--- config.mk ---
export PLATFORM = sky130hd
export DESIGN_NAME = bridge_pwm_steering_shutdown
export DESIGN_NICKNAME = d
export VERILOG_FILES = /design/src/bridge_pwm_pkg.sv /design/src/bridge_pwm_steering_shutdown.sv
export VERILOG_INCLUDE_DIRS = /design/src
export SDC_FILE = /design/constraint.sdc
export NUM_CORES = 1
export LEC_CHECK = 0
export BUFFER_PORTS_ARGS = -buffer_cell sky130_fd_sc_hd__buf_2
export CORE_ASPECT_RATIO = 1.4
export CORE_MARGIN = 10
export CORE_UTILIZATION = 45
export CTS_BUF_LIST = sky130_fd_sc_hd__clkbuf_4 sky130_fd_sc_hd__clkbuf_8
export DETAILED_ROUTE_END_ITERATION = 10
export PLACE_DENSITY = 0.69
export SYNTH_ARGS = -nofsm -noshare
export SYNTH_HDL_FRONTEND = slang
export SYNTH_SLANG_ARGS = --single-unit
--- constraint.sdc ---
create_clock -name aclk -period 2.3 [get_ports aclk]
set_input_delay 0.23 -clock aclk [delete_from_list [all_inputs] [get_ports aclk]]
set_output_delay 0.23 -clock aclk [all_outputs]
set_load 0.02 [all_outputs]
--- src/bridge_pwm_map.svh ---
// Register map, field positions, reset values and timing figures of the bridge PWM block
`ifndef BRIDGE_PWM_MAP_SVH
`define BRIDGE_PWM_MAP_SVH

// ----------------------------------------------------------------------------
// Byte offsets
// ----------------------------------------------------------------------------
`define OFS_DELAY_RESTART 8'h00
`define OFS_SHUTDOWN 8'h04
`define OFS_BRIDGE_CTRL 8'h08
`define ADDR_LSB 2
`define ADDR_MSB 7

// ----------------------------------------------------------------------------
// Fields
// ----------------------------------------------------------------------------
`define RESTART_BIT 7
`define DC_MSB 6
`define SD_STATUS_BIT 7
`define SD_SRC_MSB 6
`define SD_SRC_LSB 4
`define SD_AC_MSB 3
`define SD_AC_LSB 2
`define SD_BD_MSB 1
`define SD_BD_LSB 0
`define CTRL_FULL_BIT 0
`define CTRL_DIR_BIT 1
`define CTRL_DIR_APPLIED_BIT 2
`define CTRL_BLANK_BIT 3
`define CTRL_WR_MSB 1

// ----------------------------------------------------------------------------
// Reset values and responses
// ----------------------------------------------------------------------------
`define DELAY_RESTART_RST 8'h00
`define SHUTDOWN_RST 8'h00
`define CTRL_RST 2'h0
`define RESP_OKAY 2'h0
`define RESP_SLVERR 2'h2

// ----------------------------------------------------------------------------
// Timing: clock period and oscillator period in ns, leads in oscillator periods
// ----------------------------------------------------------------------------
`define CLK_PERIOD_NS 4
`define TOSC_NS 4
`define INSTR_TOSC 4
`define LEAD_PS1_TOSC 4
`define LEAD_PS4_TOSC 16
`define LEAD_PS16_TOSC 64

`endif

--- src/bridge_pwm_pkg.sv ---
// Types shared by the bridge PWM steering and shutdown block
package bridge_pwm_pkg;

    // One bit per bridge output
    typedef struct packed {
        logic first;
        logic second;
        logic third;
        logic fourth;
    } bridge_s;

    typedef enum logic {
        DIR_FORWARD = 1'b0,
        DIR_REVERSE = 1'b1
    } dir_e;

    typedef enum logic [1:0] {
        PIN_LOW = 2'b00,
        PIN_HIGH = 2'b01,
        PIN_TRI = 2'b10,
        PIN_TRI_ALT = 2'b11
    } pin_state_e;

    typedef logic [15:0] count_t;

endpackage

--- src/bridge_pwm_steering_shutdown.sv ---
// Bridge PWM output steering, dead band and auto-shutdown with an AXI4-Lite register slave
//
// Overview of operation
// Forward full bridge: first output held active, fourth modulated, others inactive.
// Reverse full bridge: third output held active, second modulated, others inactive.
// Full bridge never has more than two outputs active together.
// A new direction takes effect from the following PWM period.
// Before the period ends, blank modulated outputs and swap held outputs early.
// Early swap lead is 4, 16 or 64 oscillator periods per prescale.
// Full bridge applies no dead band, direction changes included.
// Direction bit may be written anytime; effect is deferred.
// Software must lower duty or use fast-off drivers before reversing.
// Half bridge delays only inactive-to-active edges of each output.
// Dead band equals seven-bit count times four oscillator periods.
// An enabled shutdown event moves outputs into their shutdown states.
// Three-bit source select picks comparators and fault pin combinations.
// Low level on the fault input is a shutdown event when selected.
// Shutdown drives outputs to shutdown states without waiting for the period.
// First/third pair shutdown code: 00 low, 01 high, 1x released.
// Second/fourth pair uses the low two bits, same coding.
// Hardware sets shutdown status on an event; outputs stay in shutdown.
// With restart enabled status clears when cause ends; else software clears.
// Status set at period start keeps shutdown whole period; resume next period.
// Software writes to the status bit are ignored while the cause persists.
// Half bridge drives PWM on first output and its complement on second.
// If dead band exceeds the active time the output stays inactive.
// Writing one to the status bit forces shutdown like a hardware event.
// Comparator causes are levels; status cannot clear while they persist.
// Period boundary comes from the base timer reset pulse.
//
// Design decisions made here: the register addresses and the AXI4-Lite register port.
`timescale 1ns/1ps

module bridge_pwm_steering_shutdown (
    // Clock, reset and freeze
    input wire logic aclk,
    input wire logic aresetn,
    input wire logic clk_en,
    // AXI4-Lite write address
    input wire logic [7:0] s_axi_awaddr,
    input wire logic s_axi_awvalid,
    output logic s_axi_awready,
    // AXI4-Lite write data
    input wire logic [31:0] s_axi_wdata,
    input wire logic [3:0] s_axi_wstrb,
    input wire logic s_axi_wvalid,
    output logic s_axi_wready,
    // AXI4-Lite write response
    output logic [1:0] s_axi_bresp,
    output logic s_axi_bvalid,
    input wire logic s_axi_bready,
    // AXI4-Lite read address
    input wire logic [7:0] s_axi_araddr,
    input wire logic s_axi_arvalid,
    output logic s_axi_arready,
    // AXI4-Lite read data
    output logic [31:0] s_axi_rdata,
    output logic [1:0] s_axi_rresp,
    output logic s_axi_rvalid,
    input wire logic s_axi_rready,
    // Base timer
    input wire logic period_start,
    input wire logic pwm_raw,
    input wire logic [1:0] timer_prescale_select,
    // Shutdown sources
    input wire logic comparator1,
    input wire logic comparator2,
    input wire logic fault_input_n,
    // Bridge pins
    output bridge_pwm_pkg::bridge_s bridge_out,
    output bridge_pwm_pkg::bridge_s bridge_oe_n
);

    `include "bridge_pwm_map.svh"

    // ------------------------------------------------------------------------
    // Registers
    // ------------------------------------------------------------------------
    logic [7:0] delay_restart_q;
    logic [6:0] shutdown_cfg_q;
    logic shutdown_status_q;
    logic full_bridge_q;
    logic direction_select_q;

    logic restart_enable;
    logic [6:0] dead_band_count;
    logic [2:0] shutdown_source_select;
    bridge_pwm_pkg::pin_state_e pair_ac_shutdown_state;
    bridge_pwm_pkg::pin_state_e pair_bd_shutdown_state;

    assign restart_enable = delay_restart_q[`RESTART_BIT];
    assign dead_band_count = delay_restart_q[`DC_MSB:0];
    assign shutdown_source_select = shutdown_cfg_q[`SD_SRC_MSB:`SD_SRC_LSB];
    assign pair_ac_shutdown_state = bridge_pwm_pkg::pin_state_e'(shutdown_cfg_q[`SD_AC_MSB:`SD_AC_LSB]);
    assign pair_bd_shutdown_state = bridge_pwm_pkg::pin_state_e'(shutdown_cfg_q[`SD_BD_MSB:`SD_BD_LSB]);

    // ------------------------------------------------------------------------
    // AXI4-Lite slave
    // ------------------------------------------------------------------------
    logic aw_held_q;
    logic w_held_q;
    logic [7:0] awaddr_q;
    logic [7:0] wdata_q;
    logic wstrb0_q;
    logic wr_fire;
    logic wr_mapped;
    logic rd_mapped;
    logic [7:0] rd_byte;
    logic [5:0] wr_index;
    logic [5:0] rd_index;

    assign wr_index = awaddr_q[`ADDR_MSB:`ADDR_LSB];
    assign rd_index = s_axi_araddr[`ADDR_MSB:`ADDR_LSB];
    assign wr_fire = clk_en && aw_held_q && w_held_q && !s_axi_bvalid;
    assign wr_mapped = (wr_index == `OFS_DELAY_RESTART >> `ADDR_LSB)
        || (wr_index == `OFS_SHUTDOWN >> `ADDR_LSB)
        || (wr_index == `OFS_BRIDGE_CTRL >> `ADDR_LSB);
    assign rd_mapped = (rd_index == `OFS_DELAY_RESTART >> `ADDR_LSB)
        || (rd_index == `OFS_SHUTDOWN >> `ADDR_LSB)
        || (rd_index == `OFS_BRIDGE_CTRL >> `ADDR_LSB);

    // Address and data are taken independently; the response waits for both
    always_ff @(posedge aclk) begin
        if (!aresetn) begin
            aw_held_q <= 1'b0;
            w_held_q <= 1'b0;
            awaddr_q <= 8'h00;
            wdata_q <= 8'h00;
            wstrb0_q <= 1'b0;
            s_axi_awready <= 1'b1;
            s_axi_wready <= 1'b1;
            s_axi_bvalid <= 1'b0;
            s_axi_bresp <= `RESP_OKAY;
        end else if (clk_en) begin
            if (s_axi_awvalid && s_axi_awready) begin
                aw_held_q <= 1'b1;
                awaddr_q <= s_axi_awaddr;
                s_axi_awready <= 1'b0;
            end
            if (s_axi_wvalid && s_axi_wready) begin
                w_held_q <= 1'b1;
                wdata_q <= s_axi_wdata[7:0];
                wstrb0_q <= s_axi_wstrb[0];
                s_axi_wready <= 1'b0;
            end
            if (wr_fire) begin
                s_axi_bvalid <= 1'b1;
                s_axi_bresp <= wr_mapped ? `RESP_OKAY : `RESP_SLVERR;
            end
            if (s_axi_bvalid && s_axi_bready) begin
                s_axi_bvalid <= 1'b0;
                aw_held_q <= 1'b0;
                w_held_q <= 1'b0;
                s_axi_awready <= 1'b1;
                s_axi_wready <= 1'b1;
            end
        end
    end

    // ------------------------------------------------------------------------
    // Period timing and direction change
    // ------------------------------------------------------------------------
    bridge_pwm_pkg::count_t cnt_q;
    bridge_pwm_pkg::count_t period_len_q;
    bridge_pwm_pkg::count_t lead;
    logic dir_applied_q;
    logic unmod_dir_q;
    logic blank_q;
    logic lead_point;

    // Lead is counted in clocks, derived from oscillator periods
    always_comb begin
        unique case (timer_prescale_select)
            2'h0: lead = 16'(`LEAD_PS1_TOSC * `TOSC_NS / `CLK_PERIOD_NS);
            2'h1: lead = 16'(`LEAD_PS4_TOSC * `TOSC_NS / `CLK_PERIOD_NS);
            default: lead = 16'(`LEAD_PS16_TOSC * `TOSC_NS / `CLK_PERIOD_NS);
        endcase
    end

    // The period length is learnt from the previous period, so the first period after start-up makes no early swap
    assign lead_point = (period_len_q > lead) && (16'(cnt_q + lead) == period_len_q);

    always_ff @(posedge aclk) begin
        if (!aresetn) begin
            cnt_q <= 16'h0000;
            period_len_q <= 16'h0000;
        end else if (clk_en) begin
            if (period_start) begin
                cnt_q <= 16'h0001;
                period_len_q <= cnt_q;
            end else if (cnt_q != 16'hFFFF) begin
                cnt_q <= 16'(cnt_q + 16'h0001);
            end
        end
    end

    always_ff @(posedge aclk) begin
        if (!aresetn) begin
            dir_applied_q <= bridge_pwm_pkg::DIR_FORWARD;
            unmod_dir_q <= bridge_pwm_pkg::DIR_FORWARD;
            blank_q <= 1'b0;
        end else if (clk_en) begin
            if (period_start) begin
                blank_q <= 1'b0;
                // Outside full bridge a pending change simply lands at the boundary
                dir_applied_q <= full_bridge_q ? unmod_dir_q : direction_select_q;
                unmod_dir_q <= full_bridge_q ? unmod_dir_q : direction_select_q;
            end else if (full_bridge_q && lead_point && (direction_select_q != dir_applied_q)) begin
                blank_q <= 1'b1;
                unmod_dir_q <= direction_select_q;
            end
        end
    end

    // ------------------------------------------------------------------------
    // Half-bridge dead band, one counter per output
    // ------------------------------------------------------------------------
    logic [1:0] hb_raw;
    logic [1:0] hb_active;
    logic [8:0] db_load;

    assign hb_raw = {~pwm_raw, pwm_raw};
    assign db_load = {dead_band_count, 2'b00};

    genvar gi;
    generate
        for (gi = 0; gi < 2; gi++) begin : g_dead_band
            logic [8:0] db_cnt_q;
            // Falling edges pass at once; rising edges wait for the count
            always_ff @(posedge aclk) begin
                if (!aresetn) begin
                    db_cnt_q <= 9'h000;
                end else if (clk_en) begin
                    if (!hb_raw[gi]) begin
                        db_cnt_q <= 9'h000;
                    end else if (db_cnt_q != db_load) begin
                        db_cnt_q <= 9'(db_cnt_q + 9'h001);
                    end
                end
            end
            assign hb_active[gi] = hb_raw[gi] && (db_cnt_q == db_load);
        end
    endgenerate

    // ------------------------------------------------------------------------
    // Auto-shutdown
    // ------------------------------------------------------------------------
    logic sd_cause;
    logic sd_hold_q;
    logic sd_wr;
    logic sd_now;

    assign sd_cause = (shutdown_source_select[0] && comparator1)
        || (shutdown_source_select[1] && comparator2)
        || (shutdown_source_select[2] && !fault_input_n);
    assign sd_wr = wr_fire && wstrb0_q && (wr_index == `OFS_SHUTDOWN >> `ADDR_LSB);
    assign sd_now = sd_cause || shutdown_status_q || sd_hold_q;

    always_ff @(posedge aclk) begin
        if (!aresetn) begin
            shutdown_status_q <= 1'b0;
        end else if (clk_en) begin
            if (sd_cause) begin
                shutdown_status_q <= 1'b1;
            end else if (sd_wr) begin
                shutdown_status_q <= wdata_q[`SD_STATUS_BIT];
            end else if (restart_enable) begin
                shutdown_status_q <= 1'b0;
            end
        end
    end

    // Holds the pins in shutdown until a period starts with the status clear
    always_ff @(posedge aclk) begin
        if (!aresetn) begin
            sd_hold_q <= 1'b0;
        end else if (clk_en) begin
            if (sd_cause || shutdown_status_q) begin
                sd_hold_q <= 1'b1;
            end else if (period_start) begin
                sd_hold_q <= 1'b0;
            end
        end
    end

    // ------------------------------------------------------------------------
    // Configuration writes
    // ------------------------------------------------------------------------
    always_ff @(posedge aclk) begin
        if (!aresetn) begin
            delay_restart_q <= `DELAY_RESTART_RST;
            shutdown_cfg_q <= 7'(`SHUTDOWN_RST);
            {direction_select_q, full_bridge_q} <= `CTRL_RST;
        end else if (wr_fire && wstrb0_q) begin
            if (wr_index == `OFS_DELAY_RESTART >> `ADDR_LSB) begin
                delay_restart_q <= wdata_q;
            end
            if (wr_index == `OFS_SHUTDOWN >> `ADDR_LSB) begin
                shutdown_cfg_q <= wdata_q[`SD_SRC_MSB:0];
            end
            if (wr_index == `OFS_BRIDGE_CTRL >> `ADDR_LSB) begin
                {direction_select_q, full_bridge_q} <= wdata_q[`CTRL_WR_MSB:0];
            end
        end
    end

    // ------------------------------------------------------------------------
    // Register reads
    // ------------------------------------------------------------------------
    always_comb begin
        rd_byte = 8'h00;
        if (rd_index == `OFS_DELAY_RESTART >> `ADDR_LSB) begin
            rd_byte = delay_restart_q;
        end else if (rd_index == `OFS_SHUTDOWN >> `ADDR_LSB) begin
            rd_byte = {shutdown_status_q, shutdown_cfg_q};
        end else if (rd_index == `OFS_BRIDGE_CTRL >> `ADDR_LSB) begin
            rd_byte[`CTRL_FULL_BIT] = full_bridge_q;
            rd_byte[`CTRL_DIR_BIT] = direction_select_q;
            rd_byte[`CTRL_DIR_APPLIED_BIT] = dir_applied_q;
            rd_byte[`CTRL_BLANK_BIT] = blank_q;
        end
    end

    always_ff @(posedge aclk) begin
        if (!aresetn) begin
            s_axi_arready <= 1'b1;
            s_axi_rvalid <= 1'b0;
            s_axi_rdata <= 32'h00000000;
            s_axi_rresp <= `RESP_OKAY;
        end else if (clk_en) begin
            if (s_axi_arvalid && s_axi_arready) begin
                s_axi_arready <= 1'b0;
                s_axi_rvalid <= 1'b1;
                s_axi_rdata <= {24'h000000, rd_byte};
                s_axi_rresp <= rd_mapped ? `RESP_OKAY : `RESP_SLVERR;
            end else if (s_axi_rvalid && s_axi_rready) begin
                s_axi_rvalid <= 1'b0;
                s_axi_arready <= 1'b1;
            end
        end
    end

    // ------------------------------------------------------------------------
    // Output steering
    // ------------------------------------------------------------------------
    bridge_pwm_pkg::bridge_s out_d;
    bridge_pwm_pkg::bridge_s oe_n_d;

    always_comb begin
        out_d = '0;
        oe_n_d = '0;
        if (sd_now) begin
            unique case (pair_ac_shutdown_state)
                bridge_pwm_pkg::PIN_LOW: out_d.first = 1'b0;
                bridge_pwm_pkg::PIN_HIGH: out_d.first = 1'b1;
                bridge_pwm_pkg::PIN_TRI, bridge_pwm_pkg::PIN_TRI_ALT: oe_n_d.first = 1'b1;
            endcase
            unique case (pair_bd_shutdown_state)
                bridge_pwm_pkg::PIN_LOW: out_d.second = 1'b0;
                bridge_pwm_pkg::PIN_HIGH: out_d.second = 1'b1;
                bridge_pwm_pkg::PIN_TRI, bridge_pwm_pkg::PIN_TRI_ALT: oe_n_d.second = 1'b1;
            endcase
            out_d.third = out_d.first;
            oe_n_d.third = oe_n_d.first;
            out_d.fourth = out_d.second;
            oe_n_d.fourth = oe_n_d.second;
        end else if (full_bridge_q) begin
            // Modulated outputs take the raw PWM with no dead band
            if (unmod_dir_q == bridge_pwm_pkg::DIR_FORWARD) begin
                out_d.first = 1'b1;
                out_d.fourth = pwm_raw && !blank_q;
            end else begin
                out_d.third = 1'b1;
                out_d.second = pwm_raw && !blank_q;
            end
        end else begin
            out_d.first = hb_active[0];
            out_d.second = hb_active[1];
        end
    end

    // Pins are registered, so a shutdown reaches them one clock after its cause
    always_ff @(posedge aclk) begin
        if (!aresetn) begin
            bridge_out <= '0;
            bridge_oe_n <= '1;
        end else if (clk_en) begin
            bridge_out <= out_d;
            bridge_oe_n <= oe_n_d;
        end
    end
endmodule

Word-level counts from Yosys, hierarchy flattened --
Cells that the tools add are included. Widths: inputs -> output; s select.
Cells by class: $add $sub $neg 4, magnitude comparators 1, equality and inequality tests 19, muxes and demuxes 48, bitwise gates (word level) 1, reduce and logical (&&, ||, !) cells 62
Operators by type and width (number):
- $mux 9 | 4
- $reduce_and 2->1 | 18
- $mux 16 | 2
- $mux 1 | 30
- $mux 4 | 5
- $logic_and 1x1->1 | 19
- $add 9x1->9 const B | 2
- $eq 9x9->1 | 2
- $ne 9x9->1 | 2
- $add 16x1->16 const B | 1
- $add 16x16->16 | 1
- $eq 16x16->1 | 1
- $gt 16x16->1 | 1
- $ne 16x16->1 const B | 1
- $reduce_bool 2->1 | 8
- $pmux 7 s2 | 1
- $eq 6x1->1 const B | 2
- $eq 6x2->1 const B | 2
- $logic_not 6->1 | 2
- $mux 2 | 5
- $eq 2x2->1 const B | 4
- $logic_or 1x1->1 | 8
- $mux 8 | 1
- $eq 2x1->1 const B | 3
- other kinds (7) | 10
Word-level totals: flip-flop bits (word level) 116, input port bits 67, output and inout bits 49

Longest topological paths before layout --
Gate-level depths: netlist (run 1).
depth in word-level cells 9, mapped depth 11, mapped depth without buffers 11

Least setup slack after synthesis (run 1) --
No wires, ideal clock.
path type register to register, from reg cnt_q[2], to reg unmod_dir_q, library setup time 72 ps, arrival time 2050 ps, required time 2228 ps, slack 178 ps, stages on the path, launching flop included 10, buffers on the path 0, period minus slack after synthesis 2122 ps, cells stage by stage dfxtp_1 ha_1 ha_1 xor2_1 nor4_1 nand3_1 nor4_1 nand4_1 a22oi_2 mux2i_1
On the way: cells in the longest elaborated chain, start to end 7
Ends and longest elaborated chain:
- from (decl) | RTL line bridge_pwm_steering_shutdown.sv:163 | bridge_pwm_pkg::count_t cnt_q;
- from (signal assigned) | RTL line bridge_pwm_steering_shutdown.sv:192 | cnt_q <= 16'(cnt_q + 16'h0001);
- $add 16x16->16 | RTL line bridge_pwm_steering_shutdown.sv:181 | assign lead_point = (period_len_q > lead) && (16'(cnt_q + lead) == period_len_q);
- $eq 16x16->1 | RTL line bridge_pwm_steering_shutdown.sv:181
- $logic_and 1x1->1 | RTL line bridge_pwm_steering_shutdown.sv:181
- $logic_and 1x1->1 (2 in series) | RTL line bridge_pwm_steering_shutdown.sv:208 | end else if (full_bridge_q && lead_point && (direction_select_q != dir_applied_q)) begin
- $reduce_bool 2->1 (no line)
- $reduce_and 2->1 (no line)
- to (signal assigned) | RTL line bridge_pwm_steering_shutdown.sv:200 | unmod_dir_q <= bridge_pwm_pkg::DIR_FORWARD;
- to (signal assigned) | RTL line bridge_pwm_steering_shutdown.sv:207 | unmod_dir_q <= full_bridge_q ? unmod_dir_q : direction_select_q;
- to (signal assigned) | RTL line bridge_pwm_steering_shutdown.sv:210 | unmod_dir_q <= direction_select_q;
- to (decl) | RTL line bridge_pwm_steering_shutdown.sv:167 | logic unmod_dir_q;
Every way passes these cells. A chain may end at the register's enable or synchronous reset.

Worst setup path in the final report (run 1) --
from reg cnt_q[4], to reg unmod_dir_q
The elaborated chain is that of the path after synthesis.

==> impl_metrics.prom, run 1 <==
# TYPE chip_impl_metric gauge
chip_impl_metric{name="finalSetupTns",unit="ns"} 0
chip_impl_info{name="cp_slowest_cell",value="sky130_fd_sc_hd__ha_1"} 1
chip_impl_info{name="cts_root_buffer",value="sky130_fd_sc_hd__clkbuf_8"} 1
chip_impl_info{name="synth_top_flop_cell",value="sky130_fd_sc_hd__dfxtp_1"} 1
chip_impl_metric{name="synth_largest_type_area_fraction",unit="%"} 38.22
chip_impl_info{name="cell_types_occupying_the_most_area_after_synthesis",value="sky130_fd_sc_hd__dfxtp_1 (38%), sky130_fd_sc_hd__nand2_1 (7.0%), sky130_fd_sc_hd__xor2_1 (6.2%)"} 1
chip_impl_metric{name="grt-ovfl-total",unit=""} 0
chip_impl_info{name="setup.worst_path.end_class",value="flop"} 1
chip_impl_metric{name="global_route.usage.total",unit="%"} 15.98
chip_impl_metric{name="timing_hold_violations_final",unit=""} 0
chip_impl_metric{name="routed_wire_length_per_instance",unit="um"} 16.06
chip_impl_metric{name="first_global_vias",unit=""} 4832
chip_impl_metric{name="final_antenna_net_count",unit=""} 0
chip_impl_metric{name="cp_max_fo",unit=""} 5
chip_impl_info{name="worstSetupPathType",value="flop to flop"} 1
chip_impl_metric{name="layout_min_cycle_time",unit="ns"} 2.175
chip_impl_metric{name="clkTransAtPathRegs",unit="ns"} 0.11
chip_impl_metric{name="chipWidth",unit="um"} 115.6
chip_impl_info{name="cp_cell_sequence",value="ha_1 > and3_1 > a21o_4 > a211o_1 > a21oi_1 > nand4_1 > a22oi_2 > mux2i_1"} 1
chip_impl_metric{name="core",unit="um^2"} 12430
chip_impl_metric{name="worst_clock_skew",unit="ns"} 0.01181
chip_impl_metric{name="synth_enable_flop_cells",unit=""} 0
chip_impl_metric{name="yosys_warnings",unit=""} 0
chip_impl_metric{name="place_hpwl",unit="mm"} 10.78
chip_impl_metric{name="detail_route.vias_per_cell",unit=""} 5.383
chip_impl_metric{name="worst_skew_pair.late_latency",unit="ns"} 0.39
chip_impl_metric{name="worst-endpoint-required",unit="ns"} 2.63
chip_impl_metric{name="post_layout_nonfiller_instances",unit=""} 884
chip_impl_metric{name="post-place-cells",unit=""} 868
chip_impl_info{name="netlist.top_cell.by_area",value="sky130_fd_sc_hd__dfxtp_1"} 1
chip_impl_metric{name="floorplan.initialDensity",unit="%"} 46.35
chip_impl_metric{name="core.rowCount",unit=""} 48
chip_impl_metric{name="ys_seq_elements",unit=""} 110
chip_impl_info{name="cts_tree",value="done"} 1
chip_impl_metric{name="grt_pass1_wl",unit="mm"} 23.03
chip_impl_metric{name="drv.max_cap_violation_count",unit=""} 0
chip_impl_metric{name="power.static_leakage",unit="nW"} 2.566
chip_impl_metric{name="grt_antenna_before_repair",unit=""} 0
chip_impl_info{name="min-delay-path-class",value="input pin to flop"} 1
chip_impl_metric{name="worst_ir_drop_vdd",unit="mV"} 0.3795
chip_impl_metric{name="design.final.nets",unit=""} 808
chip_impl_metric{name="synth_instances",unit=""} 675
chip_impl_metric{name="p_per_area",unit="nW/um^2"} 561.2
chip_impl_metric{name="number_of_design_rule_violations_left_by_the_first_detailed_router_iteration",unit=""} 196
chip_impl_metric{name="post_cts.repair.setup_buffers",unit=""} 0
chip_impl_metric{name="yosysUniqueCellTypes",unit=""} 65
chip_impl_metric{name="antennaDiodeCount",unit=""} 0
chip_impl_metric{name="slew-limit-headroom",unit="%"} 54.24
chip_impl_metric{name="cts_hold_buffers",unit=""} 0
chip_impl_metric{name="grt_max_degree",unit=""} 58
chip_impl_metric{name="total_standard_cell_area_after_synthesis",unit="um^2"} 5762
chip_impl_metric{name="numClockSinks",unit=""} 110
chip_impl_metric{name="area_of_the_die",unit="um^2"} 17790
chip_impl_metric{name="total_power",unit="W"} 0.003564
chip_impl_metric{name="worst_pin_slew",unit="ns"} 0.6864
chip_impl_metric{name="globalplace.congestion",unit=""} 0.9147
chip_impl_metric{name="clock_buffer_depth",unit=""} 2
chip_impl_metric{name="ys_async_rst_share",unit="%"} 0
chip_impl_metric{name="finalSetupViolations",unit=""} 0
chip_impl_metric{name="final_layout_size_suffix_gt1_share",unit="%"} 16.76
chip_impl_info{name="run_status",value="finished clean"} 1
chip_impl_info{name="crit_path_start_kind",value="flop"} 1
chip_impl_metric{name="finalWirelength",unit="mm"} 14.20
chip_impl_metric{name="drt_pass1_iterations",unit=""} 4
chip_impl_metric{name="critical_path_arrival",unit="ns"} 2.50
chip_impl_metric{name="io_buffers",unit=""} 58
chip_impl_metric{name="synthesis.area_per_instance",unit="um^2"} 8.536
chip_impl_metric{name="cts_made_buffers",unit=""} 9
chip_impl_info{name="synth_most_common_cell",value="sky130_fd_sc_hd__dfxtp_1"} 1
chip_impl_metric{name="detail_route.drc_violations",unit=""} 0
chip_impl_metric{name="highest_attainable_clock_frequency",unit="MHz"} 459.7
chip_impl_metric{name="finalMaxSlewViolations",unit=""} 0
chip_impl_metric{name="cts_resized",unit=""} 0
chip_impl_metric{name="yosysSeqAreaShare",unit="%"} 38.22
chip_impl_metric{name="layout_worst_path_cycle_share",unit="%"} 94.58
chip_impl_metric{name="die-height",unit="um"} 153.9
chip_impl_metric{name="area_growth",unit="%"} 10.23
chip_impl_metric{name="ios",unit=""} 116
chip_impl_metric{name="cpPeakStageDelay",unit="ns"} 0.36
chip_impl_info{name="netlist_top_cells_count",value="sky130_fd_sc_hd__dfxtp_1 (110), sky130_fd_sc_hd__nand2_1 (108), sky130_fd_sc_hd__nor2_1 (44)"} 1
chip_impl_metric{name="via_count",unit=""} 4759
chip_impl_metric{name="htreeDepth",unit=""} 3
==> sequential cells by signal (all words and copies together) (netlist names), 2 cells and up <==
name and flops:
shutdown_cfg_q 7, period_len_q 16, g_dead_band.db_cnt_q 18, cnt_q 16
bridge_oe_n 2, s_axi_rdata 8, awaddr_q 6, bridge_out 4
delay_restart_q 8, wdata_q 8
==> cell type report <==
class / instances / area, um^2
multi-input combinational: 515 / 3261
timing repair buffer: 76 / 425.4
sequential: 110 / 2202
fill: 1191 / 6081
inverter: 17 / 63.81
clock inverter: 7 / 87.58
clock buffer: 9 / 123.9
tap: 150 / 187.7
==> through the flow <==
step / hold WS [ns] / worst slack, ns / area (um^2) / util, %
6_report: 0.07652 / 0.1246 / 6351 / 51.09
5_1_grt: 0.07536 / -0.004498 / 6351 / 51.09
4_1_cts: 0.06214 / 0.01095 / 6322 / 50.86
3_5_place_dp: 0.4494 / -0.1176 / 6111 / 49.15
3_3_place_gp: 0.4345 / -0.06558 / 6111 / 49.15
2_1_floorplan: 0.3686 / 0.1784 / 5856 / -
==> placed cells by master (no fill, tap or decap), types with 5 or more instances in the layout <==
cell type	n
sky130_fd_sc_hd__a21boi_0	40
sky130_fd_sc_hd__a21oi_1	23
sky130_fd_sc_hd__a22oi_1	9
sky130_fd_sc_hd__a31oi_1	5
sky130_fd_sc_hd__and3_1	7
sky130_fd_sc_hd__buf_2	58
sky130_fd_sc_hd__buf_4	18
sky130_fd_sc_hd__clkbuf_8	9
sky130_fd_sc_hd__conb_1	26
sky130_fd_sc_hd__dfxtp_1	110
sky130_fd_sc_hd__ha_1	12
sky130_fd_sc_hd__inv_1	16
sky130_fd_sc_hd__mux2i_1	19
sky130_fd_sc_hd__nand2_1	108
sky130_fd_sc_hd__nand3_1	19
sky130_fd_sc_hd__nand4_1	11
sky130_fd_sc_hd__nor2_1	44
sky130_fd_sc_hd__nor2b_1	25
sky130_fd_sc_hd__nor4_1	9
sky130_fd_sc_hd__o21ai_0	29
sky130_fd_sc_hd__or3_1	6
sky130_fd_sc_hd__xnor2_1	19
sky130_fd_sc_hd__xor2_1	41
==> critical path: cells and delay by family, from the launching register on <==
family / cells / cell delay (ns)
flops: 1 / 0.34
compound gates: 4 / 0.80
mux: 1 / 0.19
fa+ha+maj: 1 / 0.36
simple gates: 2 / 0.41
==> cells by family after synthesis <==
kind of cell / share of synthesized area, %
AOI/OAI and AO/OA: 15.51
xor gates and xnor gates: 9.120
adders and majority gates: 2.606
buffers and inverters: 7.318
DFF: 38.22
muxes: 4.082
other: 0.06508
and+or+nand+nor: 23.08
==> where the power goes <==
part / total, W / switching, W / internal (W) / leakage, nW
logic: 0.000327 / 0.000212 / 0.000115 / 1.57
registers: 0.00197 / 0.0000326 / 0.00194 / 0.891
clock network: 0.00126 / 0.000731 / 0.000533 / 0.109
==> path summary, 6_finish.rpt <==
kind,start,to,slack [ns],cells after the start
worst min register to register,aw_held_q,aw_held_q,0.46,2
worst max-delay path,cnt_q[4],unmod_dir_q,0.12,8
worst max register to register,cnt_q[4],unmod_dir_q,0.12,8
worst min-delay path,s_axi_wdata[2],wdata_q[2],0.08,3
==> metal layers <==
metal,share of wire [%],track usage (%),up-vias
li1,-,-,2363
met1,40,16.61,2269
met2,54,30.14,107
met3,3.9,2.804,20
met4,2.1,6.814,0
met5,0,0,-
No activity file was read; power rests on OpenSTA's default activity.
==> run 2, diff against run 1 <==
--- a/config.mk
+++ b/config.mk
@@ -13,6 +13,7 @@
 export CTS_BUF_LIST = sky130_fd_sc_hd__clkbuf_4 sky130_fd_sc_hd__clkbuf_8
 export DETAILED_ROUTE_END_ITERATION = 10
 export PLACE_DENSITY = 0.69
+export REMOVE_ABC_BUFFERS = 1
 export SYNTH_ARGS = -nofsm -noshare
 export SYNTH_HDL_FRONTEND = slang
 export SYNTH_SLANG_ARGS = --single-unit
==> run 2 against run 1 <==
Critical path depth rose by 2. Largest cell class unchanged. Sequential power barely moved. Core utilization rose by 0.43 points. Largest power group unchanged. Global-route usage shrank 0.21 points. Sequential cell count is the same. Power rose by 2.8%. Highest routed layer unchanged. Clock skew rose by 0.0018 ns. Sequential share of layout area is 0.25 points lower. Critical endpoint unchanged.
==> impl_metrics.prom, run 2 (synthesis results as in run 1) <==
# TYPE chip_impl_metric gauge
chip_impl_metric{name="layout_min_cycle_time",unit="ns"} 2.193
chip_impl_info{name="setup.worst_path.end_class",value="flop"} 1
chip_impl_metric{name="floorplan.initialDensity",unit="%"} 46.35
chip_impl_metric{name="detail_route.vias_per_cell",unit=""} 5.302
chip_impl_metric{name="grt_pass1_wl",unit="mm"} 23.00
chip_impl_metric{name="die-height",unit="um"} 153.9
chip_impl_info{name="crit_path_start_kind",value="flop"} 1
chip_impl_metric{name="largest_register_ff_count",unit=""} 18
chip_impl_metric{name="area_growth",unit="%"} 11.16
chip_impl_metric{name="internal_power",unit="W"} 0.002698
chip_impl_metric{name="post_cts.repair.setup_buffers",unit=""} 0
chip_impl_metric{name="cp_max_fo",unit=""} 3
chip_impl_metric{name="via_count",unit=""} 4692
chip_impl_info{name="worstSetupPathType",value="flop to flop"} 1
chip_impl_metric{name="drv.max_cap_violation_count",unit=""} 0
chip_impl_metric{name="first_global_vias",unit=""} 4792
chip_impl_metric{name="finalWirelength",unit="mm"} 13.72
chip_impl_metric{name="layout_worst_path_cycle_share",unit="%"} 95.35
chip_impl_metric{name="worst_ir_drop_vdd",unit="mV"} 0.3646
chip_impl_metric{name="clock_buffer_depth",unit=""} 2
chip_impl_info{name="cp_cell_sequence",value="ha_2 > ha_1 > buf_4 > a21o_1 > a2111oi_2 > o31ai_1 > o21ai_0 > nand4_1 > a22oi_2 > mux2i_1"} 1
chip_impl_metric{name="post-place-cells",unit=""} 869
chip_impl_metric{name="routed_wire_length_per_instance",unit="um"} 15.50
chip_impl_metric{name="cpPeakStageDelay",unit="ns"} 0.34
chip_impl_metric{name="pwr-share-clk",unit="%"} 37.1
chip_impl_metric{name="cts_made_buffers",unit=""} 9
chip_impl_metric{name="highest_attainable_clock_frequency",unit="MHz"} 456.0
chip_impl_info{name="cts_root_buffer",value="sky130_fd_sc_hd__clkbuf_8"} 1
chip_impl_metric{name="cts_hold_buffers",unit=""} 0
chip_impl_metric{name="io_buffers",unit=""} 58
chip_impl_metric{name="detail_route.drc_violations",unit=""} 0
chip_impl_metric{name="p_per_area",unit="nW/um^2"} 571.8
chip_impl_metric{name="htreeDepth",unit=""} 3
chip_impl_metric{name="seq_power_share",unit="%"} 53.9
chip_impl_metric{name="critical_path_arrival",unit="ns"} 2.52
chip_impl_metric{name="core",unit="um^2"} 12430
chip_impl_metric{name="core.rowCount",unit=""} 48
chip_impl_metric{name="final_layout_size_suffix_gt1_share",unit="%"} 17.55
chip_impl_metric{name="finalSetupViolations",unit=""} 0
chip_impl_metric{name="area_of_the_die",unit="um^2"} 17790
chip_impl_metric{name="power.static_leakage",unit="nW"} 2.573
chip_impl_metric{name="post_layout_nonfiller_instances",unit=""} 885
chip_impl_info{name="min-delay-path-class",value="input pin to flop"} 1
chip_impl_metric{name="ios",unit=""} 116
chip_impl_metric{name="timing_hold_violations_final",unit=""} 0
chip_impl_info{name="top_regs",value="g_dead_band.db_cnt_q (18), cnt_q (16), period_len_q (16)"} 1
chip_impl_metric{name="final_antenna_net_count",unit=""} 0
chip_impl_info{name="run_status",value="finished clean"} 1
chip_impl_metric{name="comb_pwr_share",unit="%"} 9.0
chip_impl_info{name="mostFrequentLayoutCells",value="sky130_fd_sc_hd__nand2_1 (108), sky130_fd_sc_hd__dfxtp_1 (108), sky130_fd_sc_hd__buf_2 (58)"} 1
chip_impl_info{name="cp_slowest_cell",value="sky130_fd_sc_hd__dfxtp_2"} 1
chip_impl_metric{name="chipWidth",unit="um"} 115.6
chip_impl_metric{name="antennaDiodeCount",unit=""} 0
chip_impl_metric{name="global_route.usage.total",unit="%"} 15.77
chip_impl_metric{name="worst_skew_pair.late_latency",unit="ns"} 0.39
chip_impl_metric{name="switchingPower",unit="W"} 0.0009640
chip_impl_metric{name="net_switching_fraction_of_the_power",unit="%"} 26.32
chip_impl_metric{name="worst_clock_skew",unit="ns"} 0.01361
chip_impl_metric{name="numClockSinks",unit=""} 110
chip_impl_metric{name="grt_max_degree",unit=""} 53
chip_impl_info{name="cts_tree",value="done"} 1
chip_impl_metric{name="worst-endpoint-required",unit="ns"} 2.63
chip_impl_metric{name="finalMaxSlewViolations",unit=""} 0
chip_impl_metric{name="slew-limit-headroom",unit="%"} 59.81
chip_impl_metric{name="worst_pin_slew",unit="ns"} 0.5988
chip_impl_metric{name="grt_antenna_before_repair",unit=""} 0
chip_impl_metric{name="place_hpwl",unit="mm"} 10.54
chip_impl_metric{name="grt-ovfl-total",unit=""} 0
chip_impl_metric{name="drt_pass1_iterations",unit=""} 4
chip_impl_info{name="largest_register",value="g_dead_band.db_cnt_q"} 1
chip_impl_info{name="rsz0062_at_grt",value="no"} 1
chip_impl_metric{name="number_of_design_rule_violations_left_by_the_first_detailed_router_iteration",unit=""} 215
chip_impl_metric{name="total_power",unit="W"} 0.003662
chip_impl_metric{name="design.final.nets",unit=""} 809
chip_impl_metric{name="clkTransAtPathRegs",unit="ns"} 0.11
chip_impl_metric{name="globalplace.congestion",unit=""} 0.8960
==> run 2: path summary, 6_finish.rpt <==
kind | start | to | slack (ns) | cells after the start
setup / recovery | cnt_q[2] | unmod_dir_q | 0.11 | 10
hold / removal | s_axi_wstrb[0] | wstrb0_q | 0.08 | 3
setup reg to reg | cnt_q[2] | unmod_dir_q | 0.11 | 10
hold reg to reg | aw_held_q | aw_held_q | 0.46 | 2
==> run 2: final cells by class <==
type,instances,area [um^2]
Fill cell,1196,6027
Multi-Input combinational cell,515,3278
Sequential cell,110,2205
Timing Repair Buffer,77,432.9
Tap cell,150,187.7
Clock buffer,9,123.9
Clock inverter,7,113.9
Inverter,17,63.81
==> run 2: repair_timing <==
| item | 4_1_cts | 5_1_grt |
|---|---|---|
| setup endpoints to repair | 1 | 1 |
| resized for setup | 2 | 9 |
| pin swaps | 2 | 5 |
| hold endpoints to repair | 0 | 0 |
==> run 2: per-stage QoR <==
step	utilization, %	setup WS [ns]	TNS [ns]	cell area [um^2]	hold slack (ns)
floorplan	-	0.06788	0	5498	0.3062
global placement	49.21	-0.07746	-0.07746	6118	0.4355
detailed placement	49.21	-0.1442	-0.1442	6118	0.4397
CTS	51.18	0.002097	0	6362	0.06497
global route	51.52	0.006817	0	6405	0.07574
finish	51.52	0.1069	0	6405	0.07637
==> run 2: per-layer routing <==
metal	vias up	part of all wire, %	global-route usage [%]	wire, um
li1	2369	-	-	-
met1	2208	41	17.76	5667
met2	97	53	28.61	7252
met3	18	3.9	2.843	538
met4	0	1.9	5.619	257
met5	-	0	0	0
==> run 2: critical path, delay by kind of cell (launching register included) <==
kind,cells,cell delay [ns]
AOI/OAI and AO/OA,5,0.89
buffers and inverters,1,0.15
muxes,1,0.18
and+or+nand+nor,1,0.18
adders and majority gates,2,0.38
DFF,1,0.34
==> run 2: power groups by stage <==
stage | combinational, W | clock (W) | sequential, W
2_1_floorplan | 0.000177 | 0 | 0.00203
3_3_place_gp | 0.000321 | 0 | 0.00201
3_5_place_dp | 0.000327 | 0 | 0.00202
4_1_cts | 0.000328 | 0.00138 | 0.00197
5_1_grt | 0.000366 | 0.00145 | 0.00198
6_report | 0.000330 | 0.00136 | 0.00197
==> run 3, diff against run 2 <==
--- a/config.mk
+++ b/config.mk
@@ -8,7 +8,6 @@
 export LEC_CHECK = 0
 export BUFFER_PORTS_ARGS = -buffer_cell sky130_fd_sc_hd__buf_2
 export CORE_ASPECT_RATIO = 1.4
-export CORE_MARGIN = 10
 export CORE_UTILIZATION = 45
 export CTS_BUF_LIST = sky130_fd_sc_hd__clkbuf_4 sky130_fd_sc_hd__clkbuf_8
 export DETAILED_ROUTE_END_ITERATION = 10
==> run 3 against run 2 <==
The run now ends with design-rule violations left. Core utilization fell by 0.24 points. Via count rose by 1.4%. Routed wire length fell by 5.4%. Cell area fell by 0.47%. Sequential cell count did not move. Count of clock-buffer cells in the layout did not move. Sequential share of layout area rose by 0.16 points. Final cell count fell by 0.23%. Clock skew fell by 0.0019 ns. Largest cell class unchanged.
==> impl_metrics.prom, run 3 (synthesis results as in run 1) <==
# TYPE chip_impl_metric gauge
chip_impl_info{name="cts_root_buffer",value="sky130_fd_sc_hd__clkbuf_8"} 1
chip_impl_metric{name="place_hpwl",unit="mm"} 9.880
chip_impl_info{name="violations",value="design-rule violations"} 1
chip_impl_info{name="mostFrequentLayoutCells",value="sky130_fd_sc_hd__nand2_1 (108), sky130_fd_sc_hd__dfxtp_1 (108), sky130_fd_sc_hd__buf_2 (58)"} 1
chip_impl_info{name="cts_tree",value="done"} 1
chip_impl_metric{name="grt_antenna_before_repair",unit=""} 0
chip_impl_info{name="r2r_end",value="unmod_dir_q"} 1
chip_impl_info{name="critical-path-top-delay-family",value="compound AO/OA/AOI/OAI gates"} 1
chip_impl_metric{name="clock_buffer_depth",unit=""} 2
chip_impl_metric{name="post_layout_nonfiller_instances",unit=""} 883
chip_impl_metric{name="antennaDiodeCount",unit=""} 0
chip_impl_metric{name="detail_route.drc_violations",unit=""} 8
chip_impl_metric{name="cts_made_buffers",unit=""} 9
chip_impl_metric{name="area_of_the_die",unit="um^2"} 13270
chip_impl_metric{name="layout_min_cycle_time",unit="ns"} 2.159
chip_impl_metric{name="finish.instance_area",unit="um^2"} 6375
chip_impl_metric{name="highest_attainable_clock_frequency",unit="MHz"} 463.2
chip_impl_metric{name="fin_util",unit="%"} 51.28
chip_impl_metric{name="cpPeakStageDelay",unit="ns"} 0.34
chip_impl_info{name="cp_cell_sequence",value="ha_1 > a31o_1 > a21o_4 > a211o_1 > a21oi_1 > nand4_1 > a22oi_2 > mux2i_1"} 1
chip_impl_metric{name="design.final.nets",unit=""} 807
chip_impl_metric{name="cp_num_buf_inv",unit=""} 0
chip_impl_metric{name="cp.depth",unit=""} 8
chip_impl_metric{name="area_growth",unit="%"} 10.64
chip_impl_info{name="setup.worst_path.end_class",value="flop"} 1
chip_impl_metric{name="routed_wire_length_per_instance",unit="um"} 14.69
chip_impl_info{name="min-delay-path-class",value="input pin to flop"} 1
chip_impl_metric{name="floorplan.initialDensity",unit="%"} 46.35
chip_impl_metric{name="worst_ir_drop_vdd",unit="mV"} 0.3752
chip_impl_metric{name="core",unit="um^2"} 12430
chip_impl_metric{name="finalMaxSlewViolations",unit=""} 0
chip_impl_metric{name="core.rowCount",unit=""} 48
chip_impl_metric{name="final_layout_size_suffix_gt1_share",unit="%"} 17.60
chip_impl_info{name="cp_slowest_cell",value="sky130_fd_sc_hd__dfxtp_1"} 1
chip_impl_metric{name="dpl_worst_slack",unit="ns"} -0.1803
chip_impl_metric{name="worst-endpoint-required",unit="ns"} 2.60
chip_impl_metric{name="ios",unit=""} 116
chip_impl_info{name="r2r_start",value="cnt_q[6]"} 1
chip_impl_metric{name="post_dp_cell_area",unit="um^2"} 6103
chip_impl_metric{name="p_per_area",unit="nW/um^2"} 562.6
chip_impl_info{name="crit_path_start_kind",value="flop"} 1
chip_impl_info{name="largest_register",value="g_dead_band.db_cnt_q"} 1
chip_impl_metric{name="grt-ovfl-total",unit=""} 0
chip_impl_metric{name="critical_path_arrival",unit="ns"} 2.46
chip_impl_metric{name="hold_path_depth",unit=""} 3
chip_impl_metric{name="chipWidth",unit="um"} 97.64
chip_impl_metric{name="drv.max_cap_violation_count",unit=""} 0
chip_impl_metric{name="finalSetupViolations",unit=""} 0
chip_impl_metric{name="grt_pass1_wl",unit="mm"} 21.79
chip_impl_metric{name="total_power",unit="W"} 0.003586
chip_impl_metric{name="via_count",unit=""} 4760
chip_impl_metric{name="timing_hold_violations_final",unit=""} 0
chip_impl_metric{name="global_route.usage.total",unit="%"} 20.54
chip_impl_metric{name="worst_skew_pair.late_latency",unit="ns"} 0.38
chip_impl_metric{name="cts_hold_buffers",unit=""} 0
chip_impl_metric{name="ff2ff_path_depth",unit=""} 8
chip_impl_metric{name="globalplace.congestion",unit=""} 0.9455
chip_impl_info{name="worstSetupPathType",value="flop to flop"} 1
chip_impl_metric{name="layout_worst_path_cycle_share",unit="%"} 93.86
chip_impl_info{name="rsz0062_at_grt",value="no"} 1
chip_impl_info{name="critPathLaunch",value="cnt_q[6]"} 1
chip_impl_metric{name="numClockSinks",unit=""} 110
chip_impl_metric{name="final_antenna_net_count",unit=""} 0
chip_impl_metric{name="clkTransAtPathRegs",unit="ns"} 0.10
chip_impl_metric{name="io_buffers",unit=""} 58
chip_impl_metric{name="worst_clock_skew",unit="ns"} 0.01174
chip_impl_info{name="cp-endpoint",value="unmod_dir_q"} 1
chip_impl_metric{name="slew-limit-headroom",unit="%"} 56.56
chip_impl_metric{name="grt_max_degree",unit=""} 30
chip_impl_info{name="run_status",value="finished, violations left"} 1
chip_impl_info{name="top_regs",value="g_dead_band.db_cnt_q (18), cnt_q (16), period_len_q (16)"} 1
chip_impl_metric{name="final_critical_path_setup_slack",unit="ns"} 0.1413
chip_impl_metric{name="number_of_design_rule_violations_left_by_the_first_detailed_router_iteration",unit=""} 206
chip_impl_metric{name="die-height",unit="um"} 135.9
chip_impl_metric{name="rrSetupSlack",unit="ns"} 0.14
chip_impl_metric{name="worst_pin_slew",unit="ns"} 0.6472
chip_impl_metric{name="finalWirelength",unit="mm"} 12.97
chip_impl_metric{name="drt_pass1_iterations",unit=""} 8
chip_impl_metric{name="first_global_vias",unit=""} 4663
chip_impl_metric{name="detail_route.vias_per_cell",unit=""} 5.391
chip_impl_metric{name="cp_max_fo",unit=""} 4
chip_impl_metric{name="power.static_leakage",unit="nW"} 2.561
chip_impl_metric{name="htreeDepth",unit=""} 3
chip_impl_metric{name="post-place-cells",unit=""} 867
chip_impl_metric{name="largest_register_ff_count",unit=""} 18
## run 3: how the worst min path moves through the flow
stage	startpoint	to	slack, ns
2_1_floorplan	aresetn	s_axi_arready	0.31
3_3_place_gp	aw_held_q	aw_held_q	0.44
3_5_place_dp	aw_held_q	aw_held_q	0.44
4_1_cts	s_axi_wdata[6]	wdata_q[6]	0.09
5_1_grt	s_axi_wdata[1]	wdata_q[1]	0.10
6_report	s_axi_wdata[6]	wdata_q[6]	0.1
## run 3: layout make-up
cell class	count	area, um^2
multi-input cells	515	3281
fillers	1187	6057
clock buffers	9	123.9
well taps	150	187.7
flip-flops and latches	110	2205
inverters	17	63.81
clock inverters	7	96.34
repair buffers	75	417.9
## run 3: what timing repair did
item / 4_1_cts / 5_1_grt
endpoints found under the setup margin: 1 / 1
gates resized for setup: 1 / 13
buffers inserted: 0 / 0
pin swaps: 2 / 5
## run 3: metal layers
metal / part of all wire (%) / GRT usage (%)
met1: 41 / 22.38
met2: 52 / 38.49
met3: 3.5 / 3.085
met4: 3.9 / 10.44
met5: 0 / 0
## run 3: worst register-to-register path, cell delays in order (launching register included)
cell and delay, ns:
sky130_fd_sc_hd__dfxtp_1 0.34, sky130_fd_sc_hd__ha_1 0.34, sky130_fd_sc_hd__a31o_1 0.26, sky130_fd_sc_hd__a21o_4 0.20
sky130_fd_sc_hd__a211o_1 0.25, sky130_fd_sc_hd__a21oi_1 0.14, sky130_fd_sc_hd__nand4_1 0.17, sky130_fd_sc_hd__a22oi_2 0.18
sky130_fd_sc_hd__mux2i_1 0.21
## run 3: per-stage QoR
| step | hold slack (ns) | setup TNS, ns |
|---|---|---|
| 5_1_grt | 0.1004 | 0 |
| 2_1_floorplan | 0.3062 | 0 |
| 3_5_place_dp | 0.4406 | -0.1803 |
| 3_3_place_gp | 0.4364 | -0.1026 |
| 4_1_cts | 0.08825 | 0 |
| 6_report | 0.09555 | 0 |
## run 3: report_power, final
group,switching (W),internal [W]
Combinational,0.000213,0.000117
Sequential,0.0000317,0.00194
Clock,0.000665,0.000620
Total,0.000909,0.00268
